$ cat config.mk
export PLATFORM = sky130hd
export DESIGN_NAME = sssx_exec
export DESIGN_NICKNAME = d
export VERILOG_FILES = /design/src/hdl/sssx_pkg.sv /design/src/hdl/sssx_alu_if.sv /design/src/hdl/sssx_alu.sv /design/src/hdl/sssx_exec.sv
export VERILOG_INCLUDE_DIRS = /design/src /design/src/hdl
export SDC_FILE = /design/constraint.sdc
export NUM_CORES = 1
export LEC_CHECK = 0
export BUFFER_PORTS_ARGS = -buffer_cell sky130_fd_sc_hd__buf_2
export CAP_MARGIN = 0
export CORE_ASPECT_RATIO = 1.5
export CORE_MARGIN = 1
export CORE_UTILIZATION = 50
export DETAILED_ROUTE_END_ITERATION = 8
export GPL_ROUTABILITY_DRIVEN = 0
export PLACE_DENSITY = 0.76
export SLEW_MARGIN = 20
export SYNTH_ARGS = -nofsm -noshare
export SYNTH_HDL_FRONTEND = slang
export SYNTH_SLANG_ARGS = --single-unit
$ cat constraint.sdc
create_clock -name mclk -period 4.7 [get_ports mclk]
set_input_delay 0.94 -clock mclk [delete_from_list [all_inputs] [get_ports mclk]]
set_output_delay 0.94 -clock mclk [all_outputs]
set_load 0.05 [all_outputs]
$ cat src/hdl/sssx_regs.svh
// opcodes, pointer locations, cycle and byte counts, reset values
// How it works
// - one-byte opcode dfh forces carry to one in 4 cycles, other flags kept
// - opcodes d0h/d1h shift the operand right arithmetically, two bytes, 4 cycles
// - bit 7 stays and copies into bit 6, lower bits move down, bit 0 to carry
// - shift sets carry, zero and sign, clears overflow, keeps decimal and half flags
// - opcode 31h loads pointers from a two-byte immediate in 4 cycles, flags kept
// - low bits 10 load first pointer bits 3-7, 01 load second pointer bits 3-7
// - low bits 00 load bits 4-7 of both; first bit 3 cleared, second set
// - first pointer lives at location d6h, second at d7h
// - one-byte opcode 7fh takes 4 cycles, then halts cpu and system clocks
// - while stopped, every held register except the int_sync interrupt synchronizer keeps its value
// - stop ends only by external reset or external interrupt request
// - subtract writes destination minus source, source kept, sets zero and sign
// - subtract adds the inverted source plus one; 22h takes 4 cycles, 23h-26h take 6
// - subtract sets carry on borrow, clears it otherwise, sets decimal flag to one
// - overflow set when operand signs differ and result sign equals source sign
// - half flag cleared on carry out of bit 3, set otherwise
// - swap exchanges the low and high nibbles of the destination
// - swap sets zero and sign from result, keeps decimal and half flags
// - swap opcodes f0h and f1h are two bytes and 4 cycles
`ifndef SSSX_REGS_SVH
`define SSSX_REGS_SVH
`define SSSX_OPC_CARRY 8'hdf
`define SSSX_OPC_ASR_DIR 8'hd0
`define SSSX_OPC_ASR_IND 8'hd1
`define SSSX_OPC_PTR 8'h31
`define SSSX_OPC_STOP 8'h7f
`define SSSX_OPC_SUB_RR 8'h22
`define SSSX_OPC_SUB_RIR 8'h23
`define SSSX_OPC_SUB_GG 8'h24
`define SSSX_OPC_SUB_GIG 8'h25
`define SSSX_OPC_SUB_IMM 8'h26
`define SSSX_OPC_SWAP_DIR 8'hf0
`define SSSX_OPC_SWAP_IND 8'hf1
`define SSSX_CYC_SHORT 3'h4
`define SSSX_CYC_LONG 3'h6
`define SSSX_BYTES_ONE 2'h1
`define SSSX_BYTES_TWO 2'h2
`define SSSX_BYTES_THREE 2'h3
`define SSSX_ADDR_PTR_A 8'hd6
`define SSSX_ADDR_PTR_B 8'hd7
`define SSSX_SEL_A 2'h2
`define SSSX_SEL_B 2'h1
`define SSSX_SEL_BOTH 2'h0
`define SSSX_RST_PTR 8'h00
`define SSSX_RST_FLAGS 6'h00
`endif

$ cat src/hdl/sssx_pkg.sv
// types shared by the executor and its arithmetic unit
package sssx_pkg;
  typedef enum logic [3:0] {
    SSSX_IDLE = 4'h1,
    SSSX_EXEC = 4'h2,
    SSSX_STOP = 4'h4,
    SSSX_WAKE = 4'h8
  } sssx_fsm_t;
  typedef enum logic [2:0] {
    SSSX_K_NONE, SSSX_K_CARRY, SSSX_K_ASR, SSSX_K_PTR, SSSX_K_STOP, SSSX_K_SUB, SSSX_K_SWAP
  } sssx_kind_t;
  typedef struct packed {
    logic c;
    logic z;
    logic s;
    logic v;
    logic d;
    logic h;
  } sssx_flags_t;
  typedef struct packed {
    sssx_fsm_t fsm;
    logic [2:0] cnt;
    sssx_kind_t kind;
    logic [7:0] dst;
    logic [7:0] src;
    logic [7:0] addr;
    logic [1:0] bytes;
    logic [1:0] int_sync;
    sssx_flags_t flags;
    logic [7:0] ptr_a;
    logic [7:0] ptr_b;
    logic [7:0] res;
    logic bad;
  } sssx_state_t;
endpackage

$ cat src/hdl/sssx_alu_if.sv
// operand and result bundle between executor and arithmetic unit
`timescale 1ns/10ps
interface sssx_alu_if;
  sssx_pkg::sssx_kind_t kind;
  logic [7:0] dst;
  logic [7:0] src;
  sssx_pkg::sssx_flags_t flags_in;
  sssx_pkg::sssx_flags_t flags_out;
  logic [7:0] ptr_a_in;
  logic [7:0] ptr_b_in;
  logic [7:0] ptr_a_out;
  logic [7:0] ptr_b_out;
  logic [7:0] result;
  logic wr_dst;
  modport exec (
    output kind, dst, src, flags_in, ptr_a_in, ptr_b_in,
    input flags_out, ptr_a_out, ptr_b_out, result, wr_dst
  );
  modport alu (
    input kind, dst, src, flags_in, ptr_a_in, ptr_b_in,
    output flags_out, ptr_a_out, ptr_b_out, result, wr_dst
  );
endinterface

$ cat src/hdl/sssx_alu.sv
// datapath results and flag updates for each instruction kind
`timescale 1ns/10ps
`include "sssx_regs.svh"
module sssx_alu (
  // operands in, results out
  sssx_alu_if.alu bus
);
  import sssx_pkg::*;
  logic [8:0] diff;
  logic [4:0] low;
  always_comb begin
    diff = {1'b0, bus.dst} + {1'b0, ~bus.src} + 9'h001;
    low = {1'b0, bus.dst[3:0]} + {1'b0, ~bus.src[3:0]} + 5'h01;
    bus.result = bus.dst;
    bus.flags_out = bus.flags_in;
    bus.ptr_a_out = bus.ptr_a_in;
    bus.ptr_b_out = bus.ptr_b_in;
    bus.wr_dst = 1'b0;
    unique case (bus.kind)
      SSSX_K_CARRY: begin
        bus.flags_out.c = 1'b1;
      end
      SSSX_K_ASR: begin
        bus.result = {bus.dst[7], bus.dst[7:1]};
        bus.flags_out.c = bus.dst[0];
        bus.flags_out.z = ({bus.dst[7], bus.dst[7:1]} == 8'h00);
        bus.flags_out.s = bus.dst[7];
        bus.flags_out.v = 1'b0;
        bus.wr_dst = 1'b1;
      end
      SSSX_K_PTR: begin
        unique case (bus.src[1:0])
          `SSSX_SEL_A: bus.ptr_a_out = {bus.src[7:3], bus.ptr_a_in[2:0]};
          `SSSX_SEL_B: bus.ptr_b_out = {bus.src[7:3], bus.ptr_b_in[2:0]};
          `SSSX_SEL_BOTH: begin
            bus.ptr_a_out = {bus.src[7:4], 1'b0, bus.ptr_a_in[2:0]};
            bus.ptr_b_out = {bus.src[7:4], 1'b1, bus.ptr_b_in[2:0]};
          end
          default: begin
            bus.ptr_a_out = bus.ptr_a_in;
          end
        endcase
      end
      SSSX_K_SUB: begin
        bus.result = diff[7:0];
        bus.flags_out.c = ~diff[8];
        bus.flags_out.z = (diff[7:0] == 8'h00);
        bus.flags_out.s = diff[7];
        bus.flags_out.v = (bus.dst[7] != bus.src[7]) && (diff[7] == bus.src[7]);
        bus.flags_out.d = 1'b1;
        bus.flags_out.h = ~low[4];
        bus.wr_dst = 1'b1;
      end
      SSSX_K_SWAP: begin
        bus.result = {bus.dst[3:0], bus.dst[7:4]};
        bus.flags_out.z = (bus.dst == 8'h00);
        bus.flags_out.s = bus.dst[3];
        bus.wr_dst = 1'b1;
      end
      SSSX_K_NONE, SSSX_K_STOP: begin
        bus.wr_dst = 1'b0;
      end
    endcase
  end
endmodule

$ cat src/hdl/sssx_exec.sv
// executor for carry force, shift, pointer load, stop, subtract and swap
`timescale 1ns/10ps
`include "sssx_regs.svh"
module sssx_exec (
  // clock and reset
  input wire logic mclk,
  input wire logic rst_n,
  // instruction request from the fetch path
  input wire logic ins_valid,
  input wire logic [7:0] ins_opcode,
  input wire logic [7:0] ins_dst_addr,
  input wire logic [7:0] ins_dst_val,
  input wire logic [7:0] ins_src_val,
  output logic ins_ready,
  output logic ins_done,
  output logic [1:0] ins_bytes,
  output logic op_unknown,
  // register file write back
  output logic wr_en,
  output logic [7:0] wr_addr,
  output logic [7:0] wr_data,
  // flags and pointers
  output sssx_pkg::sssx_flags_t flags,
  output logic [7:0] work_pointer_a,
  output logic [7:0] work_pointer_b,
  // stop mode and wake
  input wire logic ext_int_req,
  output logic stop_mode,
  output logic cpu_clk_run,
  output logic sys_clk_run
);
  import sssx_pkg::*;

  sssx_state_t st_ff;
  sssx_state_t nxt_st;
  sssx_kind_t dec_kind;
  logic [2:0] dec_cyc;
  logic [1:0] dec_bytes;
  sssx_alu_if alu_bus ();

  sssx_alu u_alu (
    .bus(alu_bus)
  );

  assign alu_bus.kind = st_ff.kind;
  assign alu_bus.dst = st_ff.dst;
  assign alu_bus.src = st_ff.src;
  assign alu_bus.flags_in = st_ff.flags;
  assign alu_bus.ptr_a_in = st_ff.ptr_a;
  assign alu_bus.ptr_b_in = st_ff.ptr_b;

  // opcode decode into kind, cycle count and length
  always_comb begin
    dec_kind = SSSX_K_NONE;
    dec_cyc = `SSSX_CYC_SHORT;
    dec_bytes = `SSSX_BYTES_TWO;
    unique case (ins_opcode)
      `SSSX_OPC_CARRY: begin
        dec_kind = SSSX_K_CARRY;
        dec_bytes = `SSSX_BYTES_ONE;
      end
      `SSSX_OPC_ASR_DIR, `SSSX_OPC_ASR_IND: begin
        dec_kind = SSSX_K_ASR;
      end
      `SSSX_OPC_PTR: begin
        dec_kind = SSSX_K_PTR;
      end
      `SSSX_OPC_STOP: begin
        dec_kind = SSSX_K_STOP;
        dec_bytes = `SSSX_BYTES_ONE;
      end
      `SSSX_OPC_SUB_RR: begin
        dec_kind = SSSX_K_SUB;
      end
      `SSSX_OPC_SUB_RIR: begin
        dec_kind = SSSX_K_SUB;
        dec_cyc = `SSSX_CYC_LONG;
      end
      `SSSX_OPC_SUB_GG, `SSSX_OPC_SUB_GIG, `SSSX_OPC_SUB_IMM: begin
        dec_kind = SSSX_K_SUB;
        dec_cyc = `SSSX_CYC_LONG;
        dec_bytes = `SSSX_BYTES_THREE;
      end
      `SSSX_OPC_SWAP_DIR, `SSSX_OPC_SWAP_IND: begin
        dec_kind = SSSX_K_SWAP;
      end
      default: begin
        dec_kind = SSSX_K_NONE;
      end
    endcase
  end

  // next state
  always_comb begin
    nxt_st = st_ff;
    nxt_st.int_sync = {st_ff.int_sync[0], ext_int_req};
    nxt_st.bad = 1'b0;
    unique case (st_ff.fsm)
      SSSX_IDLE: begin
        if (ins_valid) begin
          if (dec_kind == SSSX_K_NONE) begin
            nxt_st.bad = 1'b1;
          end else begin
            nxt_st.fsm = SSSX_EXEC;
            nxt_st.kind = dec_kind;
            nxt_st.cnt = dec_cyc - 3'h1;
            nxt_st.bytes = dec_bytes;
            nxt_st.dst = ins_dst_val;
            nxt_st.src = ins_src_val;
            nxt_st.addr = ins_dst_addr;
          end
        end
      end
      SSSX_EXEC: begin
        nxt_st.res = alu_bus.result;
        if (st_ff.cnt != 3'h0) begin
          nxt_st.cnt = st_ff.cnt - 3'h1;
        end else begin
          nxt_st.flags = alu_bus.flags_out;
          nxt_st.ptr_a = alu_bus.ptr_a_out;
          nxt_st.ptr_b = alu_bus.ptr_b_out;
          if (alu_bus.wr_dst && st_ff.addr == `SSSX_ADDR_PTR_A) begin
            nxt_st.ptr_a = st_ff.res;
          end
          if (alu_bus.wr_dst && st_ff.addr == `SSSX_ADDR_PTR_B) begin
            nxt_st.ptr_b = st_ff.res;
          end
          if (st_ff.kind == SSSX_K_STOP) begin
            nxt_st.fsm = SSSX_STOP;
          end else begin
            nxt_st.fsm = SSSX_IDLE;
          end
        end
      end
      SSSX_STOP: begin
        if (st_ff.int_sync[1]) begin
          nxt_st.fsm = SSSX_WAKE;
        end
      end
      SSSX_WAKE: begin
        nxt_st.fsm = SSSX_IDLE;
      end
    endcase
  end

  // register the state; reset is also the other exit from stop
  always_ff @(posedge mclk) begin
    if (!rst_n) begin
      st_ff <= '0;
      st_ff.fsm <= SSSX_IDLE;
      st_ff.kind <= SSSX_K_NONE;
      st_ff.flags <= `SSSX_RST_FLAGS;
      st_ff.ptr_a <= `SSSX_RST_PTR;
      st_ff.ptr_b <= `SSSX_RST_PTR;
    end else begin
      st_ff <= nxt_st;
    end
  end

  assign ins_ready = (st_ff.fsm == SSSX_IDLE);
  assign ins_done = (st_ff.fsm == SSSX_EXEC) && (st_ff.cnt == 3'h0);
  assign ins_bytes = st_ff.bytes;
  assign op_unknown = st_ff.bad;
  assign wr_en = ins_done && alu_bus.wr_dst;
  assign wr_addr = st_ff.addr;
  assign wr_data = st_ff.res;
  assign flags = st_ff.flags;
  assign work_pointer_a = st_ff.ptr_a;
  assign work_pointer_b = st_ff.ptr_b;
  assign stop_mode = (st_ff.fsm == SSSX_STOP);
  assign cpu_clk_run = (st_ff.fsm != SSSX_STOP);
  assign sys_clk_run = (st_ff.fsm != SSSX_STOP);

  logic take;
  assign take = ins_ready && ins_valid;
endmodule

=== Word level (Yosys, flattened, before mapping) ===
Cells that the tools add are included.

* Add/subtract/negate cells: 6
* Equality and inequality tests: 34
* Multiplexer cells: 23
* Bitwise gates (word level): 6
* Reduce and logical (&&, ||, !) cells: 39

{| class="wikitable"
|+ Operator list
! operator !! number
|-
| two-way mux 36 bit || 2
|-
| == test 8 bit, second input constant || 7
|-
| == test 8 x 6 -> 1 bit, second input constant || 6
|-
| two-way mux 8 bit || 4
|-
| case mux 8 bit (2 select lines) || 2
|-
| logical NOT 8 bit || 3
|-
| case mux 8 bit (3 select lines) || 1
|-
| AND reduction 3 bit || 8
|-
| case mux 3 bit (6 select lines) || 1
|-
| case mux 4 bit (4 select lines) || 1
|-
| AND reduction 4 bit || 4
|-
| nonzero test 3 bit || 5
|-
| adder 8 x 8 -> 9 bit || 1
|-
| adder 9 x 1 -> 9 bit, second input constant || 1
|-
| == test 3 bit, second input constant || 3
|-
| == test 8 x 7 -> 1 bit, second input constant || 1
|-
| two-way mux 4 bit || 2
|-
| != test 2 bit, second input constant || 4
|-
| inverter 8 bit || 1
|-
| nonzero test 2 bit || 4
|-
| == test 3 x 2 -> 1 bit, second input constant || 2
|-
| logical NOT 3 bit || 2
|-
| two-way mux 3 bit || 2
|-
| case mux 2 bit (3 select lines) || 1
|-
| other kinds (28) || 40
|}

* Register bits after elaboration: 69
* Bits of input ports: 36
* Output and inout port bits: 47
* Logic and storage cells: 128

=== Longest topological paths before layout ===
* Depth in word-level cells: 7
* Gate-level depth with buffers: 9
* Depth with buffers taken out: 9

=== Modules after synthesis ===
Synthesis repeated with hierarchy kept, for this count alone.

* Cells, all modules: 556
* Area total of the unflattened synthesis: 4503.1 um^2

{| class="wikitable"
|+ By module, submodules not included
! module !! instances !! cells an instance !! area each (um^2)
|-
| sssx_exec || 1 || 392 || 3410.8
|-
| sssx_alu || 1 || 164 || 1092.3
|}

=== Worst setup path before layout ===
Ideal clock, no wire load.

* Path kind: reg-to-reg
* From: reg st_ff[68] (netlist name)
* To: reg st_ff, in the netlist alu_bus.src[0]
* Setup time: 0.128 ns
* Arrival: 3.390 ns
* Slack: 1.182 ns
* Stages on the path, launching flop included: 7
* Path buffers: 1
* Cells stage by stage: dfxtp_1 nor4b_1 nand2_1 a21oi_2 buf_4 mux2i_1 nor2_1

* Longest elaborated chain between the ends: 2

{| class="wikitable"
|+ RTL lines
! element !! RTL line !! text
|-
| start, declared || sssx_exec.sv:34 || <nowiki>sssx_state_t st_ff;</nowiki>
|-
| start signal, assigned || sssx_exec.sv:156 || <nowiki>st_ff <= nxt_st;</nowiki>
|-
| == test 4 x 1 -> 1 bit || - ||
|-
| net ins_ready || sssx_exec.sv:14 || <nowiki>output logic ins_ready,</nowiki>
|-
| AND reduction 3 bit (no line) || - ||
|}

The timed path passes the listed nets, and every way through them passes these cells.
A chain may end at the register's enable or synchronous reset.

=== Worst setup path in the final report ===
* From: reg st_ff[68] (netlist name)
* To: out wr_en

* Longest elaborated chain between the ends: 3

{| class="wikitable"
|+ RTL lines
! element !! RTL line !! text
|-
| == test 4 x 2 -> 1 bit || sssx_exec.sv:161 || <nowiki>assign ins_done = (st_ff.fsm == SSSX_EXEC) && (st_ff.cnt == 3'h0);</nowiki>
|-
| logical AND 1 bit || sssx_exec.sv:161 ||
|-
| logical AND 1 bit || sssx_exec.sv:164 || <nowiki>assign wr_en = ins_done && alu_bus.wr_dst;</nowiki>
|-
| end, declared || sssx_exec.sv:19 || <nowiki>output logic wr_en,</nowiki>
|}

No other way between the ends.

==> results.json <==
{
  "first_iter_violations": 163,
  "ant_nets": 0,
  "drv_cap": 0,
  "port_buffers": 82,
  "p_comb_share_pct": 6.3,
  "cell_internal_pwr_uw": 1050,
  "worst_path_largest_cell_delay_ps": 700,
  "finish.instance_area_um2": 4470,
  "grt_overflow_total": 0,
  "syn_inst": 471,
  "switching_share_pct": 23.2,
  "switchingPower_uw": 318,
  "cp_max_fo": 14,
  "hold_viol": 0,
  "wirelength_um": 9280,
  "fp.coreArea_um2": 7710,
  "numCtsBuffers": 9,
  "p_leak_uw": 0.00176,
  "avgRoutedWirePerCell_um": 15.2,
  "cpMaxStageDelayCell": "nor4b_4",
  "clk_path_buf_depth": 2,
  "n_antenna_cell": 0,
  "drc_errors": 0,
  "tightestPinTransition_ps": 967,
  "fin_nets": 552,
  "synth_mux_area_share_pct": 9.81,
  "htreeDepth": 3,
  "async_reset_ff_share_pct": 0,
  "synth.distinct_cells": 63,
  "synth_fa_ha_area_share_pct": 3.62,
  "drive_gt1_share_pct": 24.1,
  "fin_crit_ps": 3480,
  "synth_top_family_by_area": "simple AND/OR/NAND/NOR gates",
  "final-max-slew-violation-count": 0,
  "cts_tree": "yes",
  "grt_pass1_vias": 3191,
  "placed_area_um2": 4170,
  "dieArea_um2": 8380,
  "synth-simple-area-share_pct": 20.6,
  "routed_via_density": 5.55,
  "status": "finished clean",
  "cts_hold_buffers": 0,
  "ys_seq_area_share_pct": 34.5,
  "initial_utilization_pct": 51.9,
  "cts-resized-gates": 0,
  "path_clk_slew_ps": 60,
  "relSlewSlack_pct": 35.3,
  "path_class": "register to output pin",
  "end_kind": "output pin",
  "period_share_pct": 74.1,
  "syn_to_final_growth_pct": 11.7,
  "clock-skew-final_ps": 7.35,
  "synth_compound_area_share_pct": 18.7,
  "grt_usage_pct": 23.9,
  "ys_top_cells_by_area": "dfxtp_1 (35%), mux2i_1 (9.3%), buf_4 (8.3%), nor2_1 (6.2%), a21oi_1 (4.0%)",
  "post_cts.repair.setup_buffers": 0,
  "synth.avg_cell_area_um2": 8.50,
  "ff2ff_path_depth": 6,
  "rsz0062_at_grt": "no",
  "hpwlAfterDp_um": 6990,
  "cts.sinks": 69,
  "path_buf_inv": 1,
  "antenna_found_initial": 0,
  "pwr-share-seq_pct": 43.6,
  "die_h_um": 112,
  "hp-class": "register to register",
  "crit_cells": 4,
  "clk-insertion-delay-late_ps": 340,
  "path_cells": "nor4b_4 > nand2_2 > nor2_1 > buf_2",
  "hold_depth": 1,
  "crit_family": "simple AND/OR/NAND/NOR gates",
  "pin_count": 83,
  "max_clock_freq_ghz": 0.287,
  "ys_ff_latch": 69,
  "startpoint_type": "register",
  "clock_tree.root_cell": "clkbuf_16",
  "synth_nets": 518,
  "grt_first_pass_wirelength_um": 15100,
  "clockPowerShare_pct": 50.2,
  "yosysTopAreaCell": "dfxtp_1",
  "required_ps": 3760,
  "ys_warn_count": 0,
  "ir_drop_mv": 0.216,
  "grt_max_degree": 31,
  "netlist_area_um2": 4000,
  "synth_edf_count": 0,
  "p_per_area_nw_per_um2": 306,
  "drtPass1Iterations": 4,
  "die_w_um": 75.1,
  "setup_tns_ps": 0,
  "rows": 39,
  "crit_arrival_ps": 2540,
  "via_count": 3399,
  "setup_viol": 0,
  "synth_top_area_share_pct": 34.5,
  "synth_xor_area_share_pct": 1.09,
  "synth_top_flop_cell": "dfxtp_1"
}
## layout make-up
type	count	area, um2
fill	741	3240
multi-input combinational	324	2160
sequential	69	1380
timing repair buffer	85	433
clock buffer	10	239
tap	102	128
clock inverter	6	70.1
inverter	16	60.1
## metal layers
layer | GRT usage (%) | up-vias | part of all wire (%)
met4 | 14.7 | 0 | 4.1
li1 | - | 1706 | -
met1 | 28.0 | 1557 | 42
met5 | 0 | - | 0
met2 | 38.4 | 107 | 50
met3 | 5.52 | 29 | 4.3
## power groups by stage
stage | sequential (uW) | combinational [uW] | clock [uW]
after detailed placement | 609 | 85.6 | 0
final | 597 | 85.9 | 688
after global routing | 597 | 94.4 | 729
after CTS | 597 | 86.1 | 703
after floorplan | 609 | 55.7 | 0
after global placement | 609 | 84.0 | 0
## stage by stage
stage,worst slack (ps),utilization [%],total power (uW),instances,hold WS [ps]
final,1220,58.0,1370,612,438
after global routing,1060,58.0,1420,612,445
after CTS,1230,58.0,1390,612,439
after detailed placement,1380,54.0,695,596,425
after global placement,1480,54.0,693,596,417
after floorplan,1180,-,665,471,412
## cell families after synthesis
kind of cell	count (synthesis)
adders and majority gates	11
muxes	39
AOI/OAI and AO/OA	109
DFF	69
buffers and inverters	78
xor gates and xnor gates	5
and+or+nand+nor	160
## path summary, 6_finish.rpt
check                                start                 to  slack, ps
worst max-delay path             st_ff[68]              wr_en       1220
worst min-delay path            nxt_st[32]          st_ff[32]        440
worst max register to register   st_ff[68]  work_pointer_a[4]       1910
worst min register to register  nxt_st[32]          st_ff[32]        440
## synth_stat cells, types with 3 or more instances
master,count
a211oi_1,11
a211oi_2,4
a21oi_1,32
a221oi_1,6
a31oi_1,4
and2_1,3
buf_2,6
buf_4,44
clkbuf_1,10
dfxtp_1,69
ha_1,10
inv_1,16
mux2i_1,37
nand2_1,22
nand2b_1,7
nand3_1,5
nor2_1,66
nor2_2,5
nor2b_1,5
nor3_1,10
nor3b_1,3
nor4_1,3
nor4b_1,3
o211a_1,3
o21a_1,3
o21ai_0,25
o221ai_1,3
o31ai_1,3
or3_1,5
or4_1,5
xor2_1,4
## cells in the final DEF, fill, tap and decap left out, types with 6 or more instances in the layout
cell	synthesis	layout
a221oi_1	6	6
dfxtp_1	69	69
a21oi_1	32	32
o21ai_0	25	25
a211oi_1	11	11
mux2i_1	37	37
nand2b_1	7	7
nor3_1	10	10
ha_1	10	10
buf_2	6	82
inv_1	16	15
clkbuf_16	0	9
nor2_1	66	66
nand2_1	22	22
## registers in the layout, indices dropped and copies added (netlist names)
signal	cells
alu_bus.dst	8
alu_bus.kind	3
alu_bus.src	8
flags	6
ins_bytes	2
nxt_st	1
op_unknown	1
st_ff	8
work_pointer_a	8
work_pointer_b	8
wr_addr	8
wr_data	8
Note: power is estimated with default switching activity, not from simulation.
